### src/include/sfr_defines.vh
// Behaviour
// - after enable the receiver discards line bits until a flag is seen.
// - receiver returns to hunt only when software sets the hunt bit or clears the enable or SDLC mode bit.
// - with address search on, first character must match address or FF.
// - only one address byte is matched; later bytes pass as data.
// - hunt bit set mid-frame drops the frame and waits for a flag.
// - stuffed zeros removed, flags never stored, control field is data.
// - after a flag each character of an accepted frame is written to the FIFO unless the FIFO is full and not read in the same cycle.
// - first-character mode interrupts once, rearmed by a command.
// - external/status interrupt on each carrier detect change.
// - every-character mode interrupts while the FIFO holds data.
// - overrun or end of frame interrupts only in a receive mode.
// - overrun bit is sticky until the error reset command.
// - end of frame set at closing flag with CRC and residue valid.
// - character length may change while a character is assembled.
// - CRC restarts at the leading flag and covers all bits.
// - frame good when remainder is 1D0F, else CRC error at end.
// - the two CRC bytes reach the FIFO as data; host drops them.
// - three-bit residue code reported at end of frame.
// - seven ones are an abort: abort bit and external interrupt.
// - a second external interrupt follows when the ones run ends.
// - CRC result is complete when the last CRC byte is stored.
`ifndef SFR_DEFINES_VH
`define SFR_DEFINES_VH
`define SFR_A_LINE_MODE  8'h00
`define SFR_A_INT_CTRL   8'h04
`define SFR_A_RX_CTRL    8'h08
`define SFR_A_SEC_ADDR   8'h0C
`define SFR_A_FLAG       8'h10
`define SFR_A_CMD        8'h14
`define SFR_A_STAT1      8'h18
`define SFR_A_STAT2      8'h1C
`define SFR_A_DATA       8'h20
`define SFR_A_INT_STAT   8'h24
`define SFR_LM_SDLC      1
`define SFR_IC_EXT_EN    0
`define SFR_IC_SAV       1
`define SFR_IC_ADDR_SRCH 2
`define SFR_IC_MODE_LO   3
`define SFR_IC_MODE_HI   4
`define SFR_RC_EN        0
`define SFR_RC_LEN_LO    1
`define SFR_RC_LEN_HI    2
`define SFR_RC_HUNT      4
`define SFR_CMD_ERR_RST  0
`define SFR_CMD_EXT_RST  1
`define SFR_CMD_ARM      2
`define SFR_MODE_NONE    2'h0
`define SFR_MODE_FIRST   2'h1
`define SFR_MODE_EVERY   2'h2
`define SFR_FLAG_RST     8'h7E
`define SFR_GLOBAL_ADDR  8'hFF
`define SFR_CRC_INIT     16'hFFFF
`define SFR_CRC_POLY     16'h1021
`define SFR_CRC_GOOD     16'h1D0F
`define SFR_ONES_STUFF   3'h5
`define SFR_ONES_ABORT   3'h7
`define SFR_DLY_FULL     3'h7
`define SFR_LEN_BASE     4'h5
`endif

### src/hdl/sfr_receiver.v
`include "sfr_defines.vh"
`default_nettype none
module sfr_receiver #(
  parameter DEPTH = 3,
  parameter AW    = 2
) (
  input  wire        pclk,
  input  wire        presetn,
  input  wire        psel,
  input  wire        penable,
  input  wire        pwrite,
  input  wire [7:0]  paddr,
  input  wire [31:0] pwdata,
  output reg  [31:0] prdata,
  output reg         pready,
  output reg         pslverr,
  input  wire        rx_clk_pin,
  input  wire        rx_data_pin,
  input  wire        carrier_detect_input,
  output reg         irq_out,
  output reg         rx_ready_out
);
  localparam ST_HUNT = 2'h0;
  localparam ST_ADDR = 2'h1;
  localparam ST_DATA = 2'h2;
  localparam ST_SKIP = 2'h3;

  reg  [7:0]    line_mode_register;
  reg  [7:0]    interrupt_control_register;
  reg  [7:0]    rx_ctrl_reg;
  reg  [7:0]    secondary_address_register;
  reg  [7:0]    flag_pattern_register;
  reg  [2:0]    clk_sync_reg;
  reg  [1:0]    dat_sync_reg;
  reg  [2:0]    cd_sync_reg;
  reg  [1:0]    state_reg;
  reg  [7:0]    raw_reg;
  reg  [2:0]    ones_reg;
  reg  [6:0]    dly_reg;
  reg  [2:0]    dly_cnt_reg;
  reg  [7:0]    chr_reg;
  reg  [2:0]    bit_cnt_reg;
  reg           got_char_reg;
  reg  [15:0]   crc_reg;
  reg           abort_reg;
  reg           overrun_reg;
  reg           eof_reg;
  reg           crc_err_reg;
  reg  [2:0]    residue_reg;
  reg           ext_pend_reg;
  reg           armed_reg;
  reg           first_pend_reg;
  reg  [7:0]    fifo_mem [0:DEPTH-1];
  reg  [AW-1:0] wr_ptr_reg;
  reg  [AW-1:0] rd_ptr_reg;
  reg  [AW:0]   count_reg;

  function [AW-1:0] ptr_inc;
    input [AW-1:0] p;
    begin
      if (p == DEPTH - 1)
        ptr_inc = {AW{1'b0}};
      else
        ptr_inc = p + 1'b1;
    end
  endfunction

  function reg_hit;
    input [7:0] a;
    input [7:0] target;
    begin
      reg_hit = (a == target);
    end
  endfunction

  wire         apb_do    = psel & penable & pready;
  wire         apb_wr    = apb_do & pwrite;
  wire         apb_rd    = apb_do & ~pwrite;
  wire         cmd_wr    = apb_wr & reg_hit(paddr, `SFR_A_CMD);
  wire         err_rst   = cmd_wr & pwdata[`SFR_CMD_ERR_RST];
  wire         ext_rst   = cmd_wr & pwdata[`SFR_CMD_EXT_RST];
  wire         arm_cmd   = cmd_wr & pwdata[`SFR_CMD_ARM];
  wire         hunt_cmd  = apb_wr & reg_hit(paddr, `SFR_A_RX_CTRL)
                         & pwdata[`SFR_RC_HUNT];
  wire         pop       = apb_rd & reg_hit(paddr, `SFR_A_DATA)
                         & (count_reg != {(AW+1){1'b0}});
  wire         rx_on     = rx_ctrl_reg[`SFR_RC_EN]
                         & line_mode_register[`SFR_LM_SDLC];
  wire [1:0]   int_mode  = interrupt_control_register[`SFR_IC_MODE_HI:
                                                      `SFR_IC_MODE_LO];
  wire [3:0]   char_len  = `SFR_LEN_BASE
                         + {2'h0, rx_ctrl_reg[`SFR_RC_LEN_HI:`SFR_RC_LEN_LO]};
  wire         bit_evt   = clk_sync_reg[1] & ~clk_sync_reg[2];
  wire         din       = dat_sync_reg[1];
  wire         cd_change = cd_sync_reg[1] ^ cd_sync_reg[2];
  wire [7:0]   raw_next  = {raw_reg[6:0], din};
  wire         fifo_full = (count_reg == DEPTH[AW:0]);
  wire         in_frame  = (state_reg == ST_ADDR) | (state_reg == ST_DATA);

  reg          flag_det;
  reg          stuff_del;
  reg  [2:0]   ones_next;
  reg          abort_set;
  reg          deliver;
  reg          dbit;
  reg  [7:0]   chr_next;
  reg          char_done;
  reg  [7:0]   char_out;
  reg  [15:0]  crc_next;
  reg          push;
  reg          addr_ok;

  always @* begin
    flag_det  = bit_evt & (raw_next == flag_pattern_register);
    stuff_del = bit_evt & ~din & (ones_reg == `SFR_ONES_STUFF);
    if (~din)
      ones_next = 3'h0;
    else if (ones_reg == `SFR_ONES_ABORT)
      ones_next = ones_reg;
    else
      ones_next = ones_reg + 3'h1;
    abort_set = bit_evt & (ones_next == `SFR_ONES_ABORT);
    deliver   = bit_evt & in_frame & ~flag_det & ~stuff_del & ~abort_set
              & (dly_cnt_reg == `SFR_DLY_FULL);
    dbit      = dly_reg[6];
    chr_next  = {dbit, chr_reg[7:1]};
    char_done = deliver & ({1'b0, bit_cnt_reg} + 4'h1 >= char_len);
    char_out  = chr_next >> (4'h8 - char_len);
    crc_next  = {crc_reg[14:0], 1'b0}
              ^ ((crc_reg[15] ^ dbit) ? `SFR_CRC_POLY : 16'h0000);
    addr_ok   = (char_out == secondary_address_register)
              | (char_out == `SFR_GLOBAL_ADDR);
    push      = char_done & ((state_reg == ST_DATA) | addr_ok);
  end

  // synchronisers: first stage feeds only the second
  always @(posedge pclk or negedge presetn) begin
    if (!presetn) begin
      clk_sync_reg <= 3'h0;
      dat_sync_reg <= 2'h0;
      cd_sync_reg  <= 3'h0;
    end else begin
      clk_sync_reg <= {clk_sync_reg[1:0], rx_clk_pin};
      dat_sync_reg <= {dat_sync_reg[0], rx_data_pin};
      cd_sync_reg  <= {cd_sync_reg[1:0], carrier_detect_input};
    end
  end

  // control registers
  always @(posedge pclk or negedge presetn) begin
    if (!presetn) begin
      line_mode_register         <= 8'h00;
      interrupt_control_register <= 8'h00;
      rx_ctrl_reg                <= 8'h00;
      secondary_address_register <= 8'h00;
      flag_pattern_register      <= `SFR_FLAG_RST;
    end else if (apb_wr) begin
      if (reg_hit(paddr, `SFR_A_LINE_MODE))
        line_mode_register <= pwdata[7:0];
      if (reg_hit(paddr, `SFR_A_INT_CTRL))
        interrupt_control_register <= pwdata[7:0];
      if (reg_hit(paddr, `SFR_A_RX_CTRL))
        rx_ctrl_reg <= {3'h0, 1'b0, pwdata[3:0]};
      if (reg_hit(paddr, `SFR_A_SEC_ADDR))
        secondary_address_register <= pwdata[7:0];
      if (reg_hit(paddr, `SFR_A_FLAG))
        flag_pattern_register <= pwdata[7:0];
    end
  end

  // frame engine
  always @(posedge pclk or negedge presetn) begin
    if (!presetn) begin
      state_reg    <= ST_HUNT;
      raw_reg      <= 8'h00;
      ones_reg     <= 3'h0;
      dly_reg      <= 7'h00;
      dly_cnt_reg  <= 3'h0;
      chr_reg      <= 8'h00;
      bit_cnt_reg  <= 3'h0;
      got_char_reg <= 1'b0;
      crc_reg      <= `SFR_CRC_INIT;
      abort_reg    <= 1'b0;
      eof_reg      <= 1'b0;
      crc_err_reg  <= 1'b0;
      residue_reg  <= 3'h0;
    end else begin
      if (bit_evt) begin
        raw_reg  <= raw_next;
        ones_reg <= ones_next;
        if (abort_set)
          abort_reg <= 1'b1;
        else if (~din)
          abort_reg <= 1'b0;
      end
      if (~rx_on || hunt_cmd) begin
        state_reg <= ST_HUNT;
      end else if (flag_det) begin
        if (in_frame && got_char_reg) begin
          eof_reg     <= 1'b1;
          crc_err_reg <= (crc_reg != `SFR_CRC_GOOD);
          residue_reg <= bit_cnt_reg;
        end
        if (state_reg != ST_DATA || got_char_reg)
          state_reg <= interrupt_control_register[`SFR_IC_ADDR_SRCH]
                     ? ST_ADDR : ST_DATA;
        dly_cnt_reg  <= 3'h0;
        bit_cnt_reg  <= 3'h0;
        got_char_reg <= 1'b0;
        crc_reg      <= `SFR_CRC_INIT;
      end else if (abort_set) begin
        if (in_frame)
          state_reg <= ST_SKIP;
      end else if (bit_evt && in_frame && !stuff_del) begin
        dly_reg <= {dly_reg[5:0], din};
        if (dly_cnt_reg != `SFR_DLY_FULL)
          dly_cnt_reg <= dly_cnt_reg + 3'h1;
      end
      if (deliver && rx_on && !hunt_cmd) begin
        crc_reg <= crc_next;
        if (char_done) begin
          chr_reg      <= 8'h00;
          bit_cnt_reg  <= 3'h0;
          got_char_reg <= 1'b1;
          if (state_reg == ST_ADDR)
            state_reg <= addr_ok ? ST_DATA : ST_SKIP;
        end else begin
          chr_reg     <= chr_next;
          bit_cnt_reg <= bit_cnt_reg + 3'h1;
        end
      end
      if (push)
        eof_reg <= 1'b0;
      if (err_rst && !(flag_det && in_frame && got_char_reg)) begin
        eof_reg     <= 1'b0;
        crc_err_reg <= 1'b0;
      end
    end
  end

  // receive FIFO
  always @(posedge pclk or negedge presetn) begin
    if (!presetn) begin
      wr_ptr_reg  <= {AW{1'b0}};
      rd_ptr_reg  <= {AW{1'b0}};
      count_reg   <= {(AW+1){1'b0}};
      overrun_reg <= 1'b0;
    end else begin
      if (push && rx_on && !hunt_cmd && (!fifo_full || pop)) begin
        fifo_mem[wr_ptr_reg] <= char_out;
        wr_ptr_reg <= ptr_inc(wr_ptr_reg);
      end
      if (pop)
        rd_ptr_reg <= ptr_inc(rd_ptr_reg);
      if (push && rx_on && !hunt_cmd && (!fifo_full || pop) && !pop)
        count_reg <= count_reg + 1'b1;
      else if (pop && !(push && rx_on && !hunt_cmd))
        count_reg <= count_reg - 1'b1;
      if (push && fifo_full && !pop)
        overrun_reg <= 1'b1;
      else if (err_rst)
        overrun_reg <= 1'b0;
    end
  end

  // interrupt sources
  wire special = (overrun_reg | eof_reg)
               & (int_mode == `SFR_MODE_FIRST
                  | int_mode == `SFR_MODE_EVERY);
  wire rx_int  = (int_mode == `SFR_MODE_EVERY)
               ? (count_reg != {(AW+1){1'b0}})
               : ((int_mode == `SFR_MODE_FIRST) & first_pend_reg);
  wire ext_evt = cd_change
               | (bit_evt & abort_set & ~abort_reg)
               | (bit_evt & ~din & abort_reg);

  always @(posedge pclk or negedge presetn) begin
    if (!presetn) begin
      ext_pend_reg   <= 1'b0;
      armed_reg      <= 1'b1;
      first_pend_reg <= 1'b0;
      irq_out        <= 1'b0;
      rx_ready_out   <= 1'b0;
    end else begin
      if (ext_evt && interrupt_control_register[`SFR_IC_EXT_EN])
        ext_pend_reg <= 1'b1;
      else if (ext_rst)
        ext_pend_reg <= 1'b0;
      if (push && armed_reg) begin
        armed_reg      <= 1'b0;
        first_pend_reg <= 1'b1;
      end else begin
        if (arm_cmd)
          armed_reg <= 1'b1;
        if (pop)
          first_pend_reg <= 1'b0;
      end
      irq_out      <= ext_pend_reg | special | rx_int;
      rx_ready_out <= (count_reg != {(AW+1){1'b0}});
    end
  end

  // apb slave: one wait state, answer registered
  reg [31:0] rd_val;
  reg        addr_ok_bus;
  reg [2:0]  vec_code;
  always @* begin
    if (!interrupt_control_register[`SFR_IC_SAV])
      vec_code = 3'h0;
    else if (special)
      vec_code = 3'h3;
    else if (rx_int)
      vec_code = 3'h2;
    else if (ext_pend_reg)
      vec_code = 3'h1;
    else
      vec_code = 3'h0;
    addr_ok_bus = 1'b1;
    rd_val = 32'h0000_0000;
    case (paddr)
      `SFR_A_LINE_MODE: rd_val = {24'h0, line_mode_register};
      `SFR_A_INT_CTRL:  rd_val = {24'h0, interrupt_control_register};
      `SFR_A_RX_CTRL:   rd_val = {24'h0, rx_ctrl_reg};
      `SFR_A_SEC_ADDR:  rd_val = {24'h0, secondary_address_register};
      `SFR_A_FLAG:      rd_val = {24'h0, flag_pattern_register};
      `SFR_A_CMD:       rd_val = 32'h0000_0000;
      `SFR_A_STAT1:     rd_val = {28'h0, abort_reg, state_reg == ST_HUNT,
                                  cd_sync_reg[2],
                                  count_reg != {(AW+1){1'b0}}};
      `SFR_A_STAT2:     rd_val = {25'h0, residue_reg, 1'b0, eof_reg,
                                  crc_err_reg, overrun_reg};
      `SFR_A_DATA:      rd_val = {24'h0, fifo_mem[rd_ptr_reg]};
      `SFR_A_INT_STAT:  rd_val = {25'h0, vec_code, 1'b0, special,
                                  rx_int, ext_pend_reg};
      default:          addr_ok_bus = 1'b0;
    endcase
  end

  always @(posedge pclk or negedge presetn) begin
    if (!presetn) begin
      prdata  <= 32'h0000_0000;
      pready  <= 1'b0;
      pslverr <= 1'b0;
    end else if (psel && penable && !pready) begin
      pready  <= 1'b1;
      prdata  <= pwrite ? 32'h0000_0000 : rd_val;
      pslverr <= ~addr_ok_bus;
    end else begin
      pready  <= 1'b0;
      pslverr <= 1'b0;
    end
  end
endmodule
`default_nettype wire

### config.mk
export PLATFORM = sky130hd
export DESIGN_NAME = sfr_receiver
export DESIGN_NICKNAME = d
export VERILOG_FILES = /design/src/hdl/sfr_receiver.v
export VERILOG_INCLUDE_DIRS = /design/src /design/src/include
export SDC_FILE = /design/constraint.sdc
export NUM_CORES = 1
export LEC_CHECK = 0
export BUFFER_PORTS_ARGS = -buffer_cell sky130_fd_sc_hd__clkbuf_2
export CORE_ASPECT_RATIO = 0.8
export CORE_MARGIN = 8
export CORE_UTILIZATION = 34
export CTS_BUF_LIST = sky130_fd_sc_hd__clkbuf_4 sky130_fd_sc_hd__clkbuf_8
export DETAILED_ROUTE_END_ITERATION = 10
export PLACE_DENSITY = 0.54
export SLEW_MARGIN = 20
export SYNTH_ARGS = -nofsm -noshare
export SYNTH_HDL_FRONTEND = slang
export SYNTH_SLANG_ARGS = --single-unit
### constraint.sdc
create_clock -name pclk -period 4.5 [get_ports pclk]
set_clock_uncertainty 0.05 [all_clocks]
set_input_delay 0.675 -clock pclk [delete_from_list [all_inputs] [get_ports pclk]]
set_output_delay 0.675 -clock pclk [all_outputs]
set_load 0.1 [all_outputs]
## Word-level counts from Yosys, hierarchy flattened

Memories as Yosys holds them, arrays and structs flattened.
Cells that the tools add are included.

| storage, ports and cells | value |
|---|---|
| register bits after elaboration | 147 |
| latch bits | 0 |
| RAM bits | 24 |
| bits in read-only memories | 0 |
| input port bits | 48 |
| output and inout port bits | 36 |
| logic and storage cells | 251 |
| memories kept | 1 |

| cells by class | value |
|---|---|
| $add $sub $neg | 10 |
| $mul | 0 |
| div/mod/pow operators | 0 |
| order comparisons | 1 |
| equality and inequality tests | 31 |
| shift-type cells | 1 |
| multiplexer cells | 64 |
| bitwise logic cells | 52 |
| reductions and logical operators | 58 |

Memories:

| name | words | width | read ports | clocked after memory_dff | write ports | RTL line | RTL |
|---|---|---|---|---|---|---|---|
| fifo_mem | 3 | 8 | 1 | 0 | 1 | sfr_receiver.v:53 | `reg [7:0] fifo_mem [0:DEPTH-1];` |

Operators by type and width:

| cell | number |
|---|---|
| $pmux W8 S9 | 1 |
| $mux W16 | 3 |
| $mux W3 | 12 |
| $eq A8 B5 Y1 const B | 4 |
| $mux W32 | 1 |
| $mux W1 | 31 |
| $and A1 B1 Y1 | 30 |
| $mux W2 | 14 |
| $logic_and A1 B1 Y1 | 20 |
| $reduce_bool A2 Y1 | 10 |
| $eq A8 B4 Y1 const B | 2 |
| $eq A8 B6 Y1 const B | 2 |
| $eq A8 B8 Y1 | 2 |
| $ne A16 B13 Y1 const B | 1 |
| $xor A16 B13 Y16 | 1 |
| $reduce_and A2 Y1 | 7 |
| $mux W13 | 1 |
| $add A3 B1 Y3 const B | 4 |
| $eq A3 B3 Y1 const B | 4 |
| $not A1 Y1 | 10 |
| $reduce_or A10 Y1 | 1 |
| $or A1 B1 Y1 | 9 |
| $reduce_and A3 Y1 | 3 |
| $reduce_bool A3 Y1 | 3 |
| 23 further kinds | 41 |

## Depth between registers and ports, before layout

Gate-level depths: netlist (run 1).

| depth | value |
|---|---|
| depth in word-level cells | 16 |
| depth in mapped cells | 15 |
| gate-level depth less buffers | 14 |

## Worst setup path before layout (run 1)

No wires, ideal clock.

| timing path | value |
|---|---|
| path type | register to register |
| from | reg rx_ctrl_reg[1] |
| to | reg count_reg[2] |
| setup time | 0.134 ns |
| arrival | 3.716 ns |
| required time | 4.316 ns |
| slack | 0.600 ns |
| cell stages (with the launch flop) | 15 |
| path buffers | 1 |
| clock period less this slack | 3.900 ns |
| cells stage by stage | dfrtp_1 -> ha_1 -> buf_6 -> mux4_2 -> xnor2_2 -> nand2_1 -> o311ai_2 -> or4b_4 -> o21ai_4 -> o31a_2 -> nand2_1 -> fa_1 -> and3b_1 -> a32oi_1 -> o211ai_1 |

| between the ends | value |
|---|---|
| cells in the longest elaborated chain, start to end | 12 |
| elaborated cells between the ends (all ways) | 18 |
| classes of those cells | 2 x add/sub; 1 x order compare; 2 x eq/ne; 1 x shift; 1 x mux; 4 x bitwise; 7 x reduce/logical |

RTL lines:

| what | RTL line | RTL |
|---|---|---|
| start: declaration | sfr_receiver.v:30 | `reg [7:0] rx_ctrl_reg;` |
| start signal: assignment | sfr_receiver.v:163 | `rx_ctrl_reg <= {3'h0, 1'b0, pwdata[3:0]};` |
| $add A3 B2 Y4 (no source line) (*) | n/a |  |
| $sub A4 B4 Y4 | sfr_receiver.v:128 | `char_out = chr_next >> (4'h8 - char_len);` |
| $shr A8 B4 Y8 | sfr_receiver.v:128 |  |
| $eq A8 B8 Y1 (on tied branches) | n/a |  |
| $or A1 B1 Y1 | sfr_receiver.v:131 | `addr_ok = (char_out == secondary_address_register)` |
| $or A1 B1 Y1 | sfr_receiver.v:133 | `push = char_done & ((state_reg == ST_DATA) \| addr_ok);` |
| $and A1 B1 Y1 (*) | sfr_receiver.v:133 |  |
| $logic_and A1 B1 Y1 (*) (2 in a row) | sfr_receiver.v:255, sfr_receiver.v:257 |  |
| $logic_and A1 B1 Y1 / $logic_not A1 Y1 (equally long branches) | sfr_receiver.v:255, sfr_receiver.v:257 |  |
| $logic_and A1 B1 Y1 (on tied branches) | sfr_receiver.v:255, sfr_receiver.v:257 |  |
| $mux W3 / $reduce_bool A2 Y1 (equally long branches) | n/a |  |
| end signal: assignment | sfr_receiver.v:246 | `count_reg <= {(AW+1){1'b0}};` |
| end signal: assignment | sfr_receiver.v:256 | `count_reg <= count_reg + 1'b1;` |
| end signal: assignment | sfr_receiver.v:258 | `count_reg <= count_reg - 1'b1;` |
| end: declaration | sfr_receiver.v:56 | `reg [AW:0] count_reg;` |

Mark *: on every way between the ends. The rest lies on a longest branch, timed or not.
A chain may end at the register's enable or synchronous reset.

## Worst setup path in the final report (run 1)

| timing path | value |
|---|---|
| from | reg rx_ctrl_reg[2] |
| to | reg count_reg[2] |

Same word-level chain as after synthesis.

==> impl_metrics.yaml, run 1 <==
global_routing:
  grt_antenna_before_repair: 0
  first_global_vias: 5085
  gr-total-overflow: 0
  grt_usage: 0.1350
  grt_start_max_net_pins: 70
  grt_first_pass_wirelength_um: 28590
sta:
  slew-limit-headroom: 0.4075
  fmax_ghz: 0.2377
  fin_hold_viols: 0
  final_min_period_ns: 4.206
  grt_setup_unrepaired: "no"
  timing_worst_slew_pin_value_ns: 0.8888
  final-max-slew-violation-count: 0
  finalSetupTns_ns: 0
  setup_viol_count_final: 0
  finalCritPeriodShare: 0.9347
die:
  initial_utilization: 0.3452
  floorplan.io_pins: 84
  die_height_um: 148.0
  core_area_mm2: 0.02144
  rows: 48
  die_w_um: 181.0
  dieArea_mm2: 0.02677
final_layout:
  drive_gt1_frac: 0.2325
  leading_cell_type_in_the_layout_fill_and_taps_excluded: "sky130_fd_sc_hd__dfrtp_1"
  layout.cells.most_common_list: "sky130_fd_sc_hd__dfrtp_1 (99), sky130_fd_sc_hd__nand2_1 (87), sky130_fd_sc_hd__nor2_1 (60)"
  relative_area_change_from_synthesis_to_final_layout_pct: 11.55
  register_area_mm2: 0.003802
  fill_cells: 2093
  n_antenna_cell: 0
  largest_reg_flops: 24
  nets: 796
  multi_input_area_mm2: 0.003319
power:
  power_mw: 2.737
  vdd.ir_drop.worst_mv: 0.1908
  p_leak_nw: 3.588
  p_per_area_mw_per_mm2: 331.5
hold_path:
  timing.hold.worst.class: "primary input to asynchronous set/reset pin"
logic_synthesis:
  syn_area_mm2: 0.007401
  synth_fa_ha_area_frac: 0.02975
  compound_gate_fraction_of_synth_area: 0.1170
  ys_top_cells_by_area: "sky130_fd_sc_hd__dfrtp_1 (33%), sky130_fd_sc_hd__edfxtp_1 (9.7%), sky130_fd_sc_hd__dfstp_2 (8.2%), sky130_fd_sc_hd__mux2_2 (7.3%), sky130_fd_sc_hd__nand2_1 (4.4%)"
  avgSynthCellArea_um2: 10.76
  syn-instance-count: 688
  synth_warnings: 0
  synthDominantCellAreaShare: 0.3347
  synth_sequential_area_ratio: 0.5138
  synth_top_family_by_area: "simple AND/OR/NAND/NOR gates"
  ys_seq_elements: 146
  post_synth_mux_area_share: 0.1090
  async_reset_ff_frac: 0.8356
  ys.flop_type: "sky130_fd_sc_hd__dfrtp_1"
  xor_and_xnor_area_share_after_synthesis: 0.03280
  synth.distinct_cells: 71
  synthSimpleGateAreaFrac: 0.1474
  synth_largest_area_cell: "sky130_fd_sc_hd__dfrtp_1"
  post_synth_edffs: 24
flow_run:
  max_cap_violations: 0
detailed_routing:
  detailedRoute.firstIterationViolations: 371
  detail_route.wirelength_um: 17810
  firstDrtPassIters: 5
  wire_per_inst_um: 17.48
  drt_drc_violations_left: 0
  avgViaCountPerCell: 5.124
  antenna_violating_nets_post_route: 0
  vias: 5221
placed_design:
  hpwl_um: 12800
  gp_congestion: 0.8618
  numPortBuffers: 35
clock_tree:
  clk_latency_ns: 0.46
  root_buffer: "sky130_fd_sc_hd__clkbuf_8"
  cts_setup_buffers: 0
  tritoncts: "yes"
  worst_setup_hold_path_clk_slew_ns: 0.09
  maximum_root_to_sink_buffer_count: 2
  cts_resized: 0
  clock_sinks: 146
  cts-hold-fix-buffers: 0
  tritoncts.num_buffers: 17
  cts_max_level: 4
worst_setup_path:
  timing.reg2reg.worst_path_depth: 13
  r2r_end: "count_reg[2]"
  start_kind: "flop"
  worst_path_arrival_time_ns: 4.48
  critPathCaptureType: "flop"
  criticalPathCategory: "flop to flop"
  required_ns: 4.77
  register_to_register_setup_slack_ns: 0.29
  worst_path_fanout_max: 7
  r2r_start: "rx_ctrl_reg[2]"
run_status:
  run_status: "finished, final reports clean"
==> area by class of cell <==
cell class	instances	share of cell area
clock buffers	19	0.03016
clock inverters	13	0.02122
inverters	24	0.01091
multi-input cells	494	0.4021
flip-flops and latches	146	0.4606
well taps	275	0.04168
repair buffers	48	0.03334
==> routing by layer <==
| metal | GRT usage | routed length [µm] | vias to the layer above |
|---|---|---|---|
| met1 | 0.1925 | 8983 | 2553 |
| li1 | - | - | 2505 |
| met2 | 0.1952 | 7506 | 144 |
| met3 | 0.03826 | 1077 | 19 |
| met5 | 0 | 0 | - |
| met4 | 0.04010 | 246 | 0 |
==> where the power goes <==
| part | leakage [nW] | switching [mW] | total (mW) | internal, mW |
|---|---|---|---|---|
| Sequential | 1.85 | 0.0260 | 1.39 | 1.36 |
| Combinational | 1.53 | 0.173 | 0.216 | 0.0426 |
| Clock | 0.211 | 0.559 | 1.13 | 0.573 |
==> worst max-delay path, cell delays in order, from the launching register on <==
cell and delay [ns]:
sky130_fd_sc_hd__dfrtp_1 0.43, sky130_fd_sc_hd__ha_2 0.44, sky130_fd_sc_hd__mux4_2 0.59, sky130_fd_sc_hd__xnor2_2 0.16, sky130_fd_sc_hd__nand2_1 0.08, sky130_fd_sc_hd__o311ai_2 0.31
sky130_fd_sc_hd__or4b_4 0.52, sky130_fd_sc_hd__o21ai_4 0.24, sky130_fd_sc_hd__o31a_2 0.25, sky130_fd_sc_hd__nand2_1 0.09, sky130_fd_sc_hd__fa_1 0.44, sky130_fd_sc_hd__and3b_1 0.20
sky130_fd_sc_hd__a32oi_1 0.18, sky130_fd_sc_hd__o211ai_1 0.10
==> synthesized netlist by cell type (4+ instances only) <==
cell,count
sky130_fd_sc_hd__a22oi_1,10
sky130_fd_sc_hd__nand3b_1,6
sky130_fd_sc_hd__a221oi_1,10
sky130_fd_sc_hd__a22o_1,4
sky130_fd_sc_hd__dfstp_2,23
sky130_fd_sc_hd__xor2_1,5
sky130_fd_sc_hd__mux2i_1,12
sky130_fd_sc_hd__nor2_1,60
sky130_fd_sc_hd__edfxtp_1,24
sky130_fd_sc_hd__and3_1,5
sky130_fd_sc_hd__nand2_1,87
sky130_fd_sc_hd__xnor2_1,19
sky130_fd_sc_hd__a31oi_1,4
sky130_fd_sc_hd__nor4_1,4
sky130_fd_sc_hd__ha_1,16
sky130_fd_sc_hd__inv_1,24
sky130_fd_sc_hd__buf_4,24
sky130_fd_sc_hd__dfrtp_1,99
sky130_fd_sc_hd__a21oi_1,22
sky130_fd_sc_hd__mux4_2,5
sky130_fd_sc_hd__or3_1,4
sky130_fd_sc_hd__nor3_1,10
sky130_fd_sc_hd__nand3_1,17
sky130_fd_sc_hd__nor2b_1,6
sky130_fd_sc_hd__a21o_1,5
sky130_fd_sc_hd__o211ai_1,5
sky130_fd_sc_hd__clkbuf_1,18
sky130_fd_sc_hd__o21ai_0,46
sky130_fd_sc_hd__mux2_2,48
sky130_fd_sc_hd__nand4_1,7
==> worst max-delay path by stage <==
stage / to / depth (start not counted) / slack [ns] / from
5_1_grt: count_reg[2] / 13 / 0.04 / rx_ctrl_reg[2]
3_5_place_dp: count_reg[2] / 13 / 0.26 / rx_ctrl_reg[2]
3_3_place_gp: count_reg[2] / 13 / 0.32 / rx_ctrl_reg[2]
2_1_floorplan: count_reg[2] / 14 / 0.60 / rx_ctrl_reg[1]
4_1_cts: count_reg[2] / 13 / 0.25 / rx_ctrl_reg[2]
6_report: count_reg[2] / 13 / 0.29 / rx_ctrl_reg[2]
==> cells by family after synthesis <==
| logic type | count (synthesis) |
|---|---|
| other cells | 1 |
| compound gates | 131 |
| fa+ha+maj | 17 |
| mux | 68 |
| simple gates | 228 |
| xor+xnor | 26 |
| flops | 146 |
| buf+inv | 71 |
==> metrics by stage <==
stage	hold slack (ns)	cells	instance area [µm²]	setup WS, ns	util
2_1_floorplan	0.2812	711	7487	0.5995	-
3_3_place_gp	0.2842	987	7829	0.3199	0.3651
3_5_place_dp	0.2847	987	7829	0.2641	0.3651
4_1_cts	0.2489	1019	8253	0.2521	0.3849
5_1_grt	0.2556	1019	8255	0.03647	0.3850
6_report	0.2181	1019	8255	0.2938	0.3850
Note: power is estimated with default switching activity, not from simulation.
==> run 2: changes to the inputs <==
Settings changed: BUFFER_PORTS_ARGS -buffer_cell sky130_fd_sc_hd__clkbuf_2 to -buffer_cell sky130_fd_sc_hd__buf_2.
==> run 2 against run 1 <==
Against the previous run: non-clock buffer count decreased by 1; global-route usage about the same; utilization fell by 0.15 points; worst setup slack lost 0.040 ns; final area fell by 0.39%; sequential power hardly changed; sequential share of layout area rose by 0.18 points; sequential cell count unchanged; total power decreased by 3.0%; critical path depth unchanged; via count shrank 0.80%; highest routed layer unchanged.
==> impl_metrics.yaml, run 2 (same netlist as run 1, synthesis figures left out) <==
worst_setup_path:
  path_delay_family: "compound AO/OA/AOI/OAI gates"
  critPathCaptureType: "flop"
  crit_path_start: "rx_ctrl_reg[2]"
  timing.reg2reg.worst_path_depth: 13
  worst_path_most_repeated_cell: "sky130_fd_sc_hd__nand2_1"
  crit_path_top_delay_cell: "sky130_fd_sc_hd__mux4_2"
  start_kind: "flop"
  path_cells: "ha_1 -> mux4_2 -> xnor2_2 -> nand2_1 -> o311ai_2 -> or4b_4 -> o21ai_4 -> o31a_2 -> nand2_1 -> fa_1 -> and3b_1 -> a32oi_1 -> o211ai_1"
  capture_point_of_the_worst_path: "count_reg[2]"
  required_ns: 4.78
  r2r_start: "rx_ctrl_reg[2]"
  worst_path_arrival_time_ns: 4.52
  worst_path_fanout_max: 6
  criticalPathCategory: "flop to flop"
  slowest_delay_ns: 0.60
  register_to_register_setup_slack_ns: 0.25
  r2r_end: "count_reg[2]"
  worstPathBufferInverterCount: 0
  crit_cells: 13
final_layout:
  fill_cells: 2148
  relative_area_change_from_synthesis_to_final_layout_pct: 11.11
  drive_gt1_frac: 0.2301
  final_cell_count_no_fill: 1018
  fin_area_mm2: 0.008223
  largest_reg_flops: 24
  post-route-util: 0.3835
  n_antenna_cell: 0
  nets: 795
  layout.cells.most_common_list: "sky130_fd_sc_hd__dfrtp_1 (99), sky130_fd_sc_hd__nand2_1 (87), sky130_fd_sc_hd__nor2_1 (60)"
  leading_cell_type_in_the_layout_fill_and_taps_excluded: "sky130_fd_sc_hd__dfrtp_1"
sta:
  fin_hold_viols: 0
  finalCritPeriodShare: 0.9435
  worst_setup_slack_final_ns: 0.2541
  slew-limit-headroom: 0.3761
  finalSetupTns_ns: 0
  final_min_period_ns: 4.246
  holdWs_ns: 0.1936
  timing_worst_slew_pin_value_ns: 0.9358
  setup_viol_count_final: 0
  fmax_ghz: 0.2355
  grt_setup_unrepaired: "no"
  final-max-slew-violation-count: 0
detailed_routing:
  vias: 5179
  wire_per_inst_um: 17.27
  antenna_violating_nets_post_route: 0
  firstDrtPassIters: 4
  avgViaCountPerCell: 5.087
  detailedRoute.firstIterationViolations: 467
  drt_drc_violations_left: 0
  detail_route.wirelength_um: 17580
global_routing:
  first_global_vias: 5045
  grt_first_pass_wirelength_um: 28700
  grt_antenna_before_repair: 0
  grt_usage: 0.1349
  gr-total-overflow: 0
  grt_start_max_net_pins: 72
die:
  rows: 48
  die_height_um: 148.0
  core_area_mm2: 0.02144
  initial_utilization: 0.3452
  floorplan.io_pins: 84
  die_w_um: 181.0
  dieArea_mm2: 0.02677
placed_design:
  gp_congestion: 0.8098
  numPortBuffers: 35
  pre_cts_slack_ns: 0.3210
  hpwl_um: 12770
  placedInstanceArea_mm2: 0.007821
  post-place-cells: 986
clock_tree:
  clock_sinks: 146
  clk_latency_ns: 0.46
  root_buffer: "sky130_fd_sc_hd__clkbuf_8"
  maximum_root_to_sink_buffer_count: 2
  cts_resized: 0
  tritoncts.num_buffers: 17
  tritoncts: "yes"
  cts_max_level: 4
  cts-hold-fix-buffers: 0
  worst_setup_hold_path_clk_slew_ns: 0.08
  cts_setup_buffers: 0
power:
  p_per_area_mw_per_mm2: 322.9
  p_leak_nw: 3.566
  power_mw: 2.655
  vdd.ir_drop.worst_mv: 0.1347
run_status:
  run_status: "finished, final reports clean"
hold_path:
  timing.hold.worst.class: "primary input to asynchronous set/reset pin"
flow_run:
  max_cap_violations: 0
run 2: area by class of cell:
cell class              count  area, µm²  share of cell area
flip-flops and latches    146       3802              0.4624
clock buffers              18      241.5             0.02937
repair buffers             47      267.8             0.03256
multi-input cells         494       3317              0.4034
well taps                 275      344.1             0.04184
clock inverters            14      160.2             0.01948
inverters                  24      90.09             0.01096
run 2: routing by layer:
layer	vias up	GRT usage	routed length [µm]	part of all wire
li1	2503	-	-	-
met1	2527	0.1937	8931	0.51
met2	131	0.1948	7412	0.42
met3	18	0.04121	1037	0.059
met4	0	0.03191	200	0.011
met5	-	0	0	0
run 2: how the worst min path moves through the flow:
stage | slack (ns) | to | depth (start not counted)
after global routing | 0.23 | wr_ptr_reg[0] | 1
after detailed placement | 0.29 | dat_sync_reg[1] | 0
after floorplan | 0.28 | cd_sync_reg[1] | 0
after CTS | 0.20 | wr_ptr_reg[0] | 1
after global placement | 0.28 | dat_sync_reg[1] | 0
final | 0.19 | wr_ptr_reg[0] | 1
run 2: power breakdown:
group | switching, mW | internal [mW] | total (mW)
registers | 0.0257 | 1.36 | 1.39
logic | 0.173 | 0.0425 | 0.215
clock network | 0.547 | 0.505 | 1.05
total | 0.746 | 1.91 | 2.66
==> run 3: changes to the inputs <==
Settings changed: CORE_UTILIZATION 34 to 30, PLACE_DENSITY 0.54 to 0.5, REMOVE_ABC_BUFFERS set to 1.
==> run 3 against run 2 <==
Against the previous run: global-route usage decreased by 1.0 points; final area is 1.2% higher; via count is 0.64% higher; total power up 2.1%; hold slack worse by 0.11 ns; sequential cell count stayed put; first-iteration DRC count decreased by 33%; final cell count up 4.6%; sequential share of layout area fell by 0.57 points; largest power group unchanged; highest routed layer is now met5.
==> impl_metrics.yaml, run 3 (same netlist as run 1, synthesis figures left out) <==
run_status:
  run_status: "finished, final reports clean"
global_routing:
  grt_antenna_before_repair: 1
  grt_usage: 0.1246
  grt_first_pass_wirelength_um: 28990
  grt_start_max_net_pins: 76
  gr-total-overflow: 0
  first_global_vias: 5152
power:
  swShare: 0.2778
  p_comb_frac: 0.080
  internal_power_mw: 1.957
  clkPwrFrac: 0.408
  vdd.ir_drop.worst_mv: 0.1693
  p_leak_nw: 3.589
  p_per_area_mw_per_mm2: 325.5
  sequentialPowerShare: 0.512
  switching_power_of_the_nets_uw: 752.9
placed_design:
  gp_congestion: 0.8479
  numPortBuffers: 35
  post-place-cells: 1033
  hpwl_um: 13250
  placedInstanceArea_mm2: 0.007909
final_layout:
  nets: 799
  drive_gt1_frac: 0.2329
  fill_cells: 2471
  fin_area_mm2: 0.008325
  largest_reg_flops: 24
  layout.cells.most_common_list: "sky130_fd_sc_hd__dfrtp_1 (99), sky130_fd_sc_hd__nand2_1 (87), sky130_fd_sc_hd__nor2_1 (60)"
  final_cell_count_no_fill: 1065
  leading_cell_type_in_the_layout_fill_and_taps_excluded: "sky130_fd_sc_hd__dfrtp_1"
  n_antenna_cell: 0
  relative_area_change_from_synthesis_to_final_layout_pct: 12.49
clock_tree:
  cts_setup_buffers: 0
  tritoncts.num_buffers: 17
  clock_sinks: 146
  worst_setup_hold_path_clk_slew_ns: 0.09
  cts_max_level: 4
  cts-hold-fix-buffers: 0
  maximum_root_to_sink_buffer_count: 2
  cts_resized: 0
  tritoncts: "yes"
  clk_latency_ns: 0.47
  root_buffer: "sky130_fd_sc_hd__clkbuf_8"
sta:
  finalCritPeriodShare: 0.9220
  final-max-slew-violation-count: 0
  timing_worst_slew_pin_value_ns: 0.9694
  holdWs_ns: 0.08469
  final_min_period_ns: 4.149
  slew-limit-headroom: 0.3538
  fmax_ghz: 0.2410
  setup_viol_count_final: 0
  grt_setup_unrepaired: "no"
  fin_hold_viols: 0
flow_run:
  max_cap_violations: 0
detailed_routing:
  drt_drc_violations_left: 0
  wire_per_inst_um: 17.08
  antenna_violating_nets_post_route: 0
  avgViaCountPerCell: 4.894
  detail_route.wirelength_um: 18190
  highest_layer: "met5"
  vias: 5212
  m1WireLength_um: 9380
  wl_met2_um: 7532
  firstDrtPassIters: 6
  detailedRoute.firstIterationViolations: 314
  met3_length_um: 1009
worst_setup_path:
  required_ns: 4.79
  worst_path_fanout_max: 8
  critPathCaptureType: "flop"
  criticalPathCategory: "flop to flop"
  worst_path_arrival_time_ns: 4.44
  start_kind: "flop"
die:
  initial_utilization: 0.3044
  die_w_um: 191.6
  core_area_mm2: 0.02431
  dieArea_mm2: 0.02998
  rows: 51
  die_height_um: 156.5
  floorplan.io_pins: 84
hold_path:
  timing.hold.worst.class: "primary input to asynchronous set/reset pin"
## run 3: worst paths after layout
| path | start | end | slack, ns | cells after the start |
|---|---|---|---|---|
| worst min-delay path | presetn | wr_ptr_reg[0] | 0.08 | 1 |
| worst min register to register | dat_sync_reg[0] | dat_sync_reg[1] | 0.30 | 0 |
| min in group pclk | rx_data_pin | dat_sync_reg[0] | 0.26 | 1 |
| worst max register to register | rx_ctrl_reg[2] | count_reg[2] | 0.35 | 14 |
| worst max-delay path | rx_ctrl_reg[2] | count_reg[2] | 0.35 | 14 |
| max in group asynchronous | presetn | clk_sync_reg[0] | 2.96 | 2 |
## run 3: power groups by stage
stage / clock [mW] / sequential, mW / combinational (mW)
finish: 1.11 / 1.39 / 0.216
global route: 1.20 / 1.39 / 0.236
CTS: 1.15 / 1.39 / 0.218
detailed placement: 0 / 1.41 / 0.218
global placement: 0 / 1.41 / 0.218
floorplan: 0 / 1.42 / 0.145
## run 3: critical path, stage by stage (launching register included)
cell and delay, ns:
sky130_fd_sc_hd__dfrtp_1 0.43, sky130_fd_sc_hd__ha_1 0.34, sky130_fd_sc_hd__buf_4 0.19, sky130_fd_sc_hd__inv_1 0.10, sky130_fd_sc_hd__mux4_2 0.58, sky130_fd_sc_hd__xor2_1 0.19
sky130_fd_sc_hd__o21ai_0 0.10, sky130_fd_sc_hd__or4b_4 0.54, sky130_fd_sc_hd__o21ai_4 0.24, sky130_fd_sc_hd__o31a_2 0.25, sky130_fd_sc_hd__nand2_1 0.08, sky130_fd_sc_hd__fa_1 0.43
sky130_fd_sc_hd__and3b_1 0.21, sky130_fd_sc_hd__a32oi_1 0.18, sky130_fd_sc_hd__o211ai_1 0.10
## run 3: layout make-up
type	count	area [µm²]	area share
clock inverter	15	182.7	0.02194
multi-input combinational	494	3317	0.3984
inverter	24	90.09	0.01082
sequential	146	3802	0.4567
timing repair buffer	51	301.5	0.03622
clock buffer	17	234.0	0.02810
tap	318	397.9	0.04779
## run 3: routing by layer
metal / GRT usage / vias up
met2: 0.1758 / 109
met3: 0.03292 / 23
met4: 0.04427 / 2
li1: - / 2501
met1: 0.1797 / 2577
met5: 0 / -
## run 3: stage by stage
step / utilization / setup TNS, ns / worst slack (ns) / power, mW
6_report: 0.3424 / 0 / 0.3511 / 2.710
5_1_grt: 0.3424 / 0 / 0.09650 / 2.823
4_1_cts: 0.3424 / 0 / 0.3347 / 2.756
3_5_place_dp: 0.3253 / 0 / 0.3575 / 1.631
3_3_place_gp: 0.3253 / 0 / 0.4033 / 1.632
2_1_floorplan: - / -0.1583 / -0.1583 / 1.563
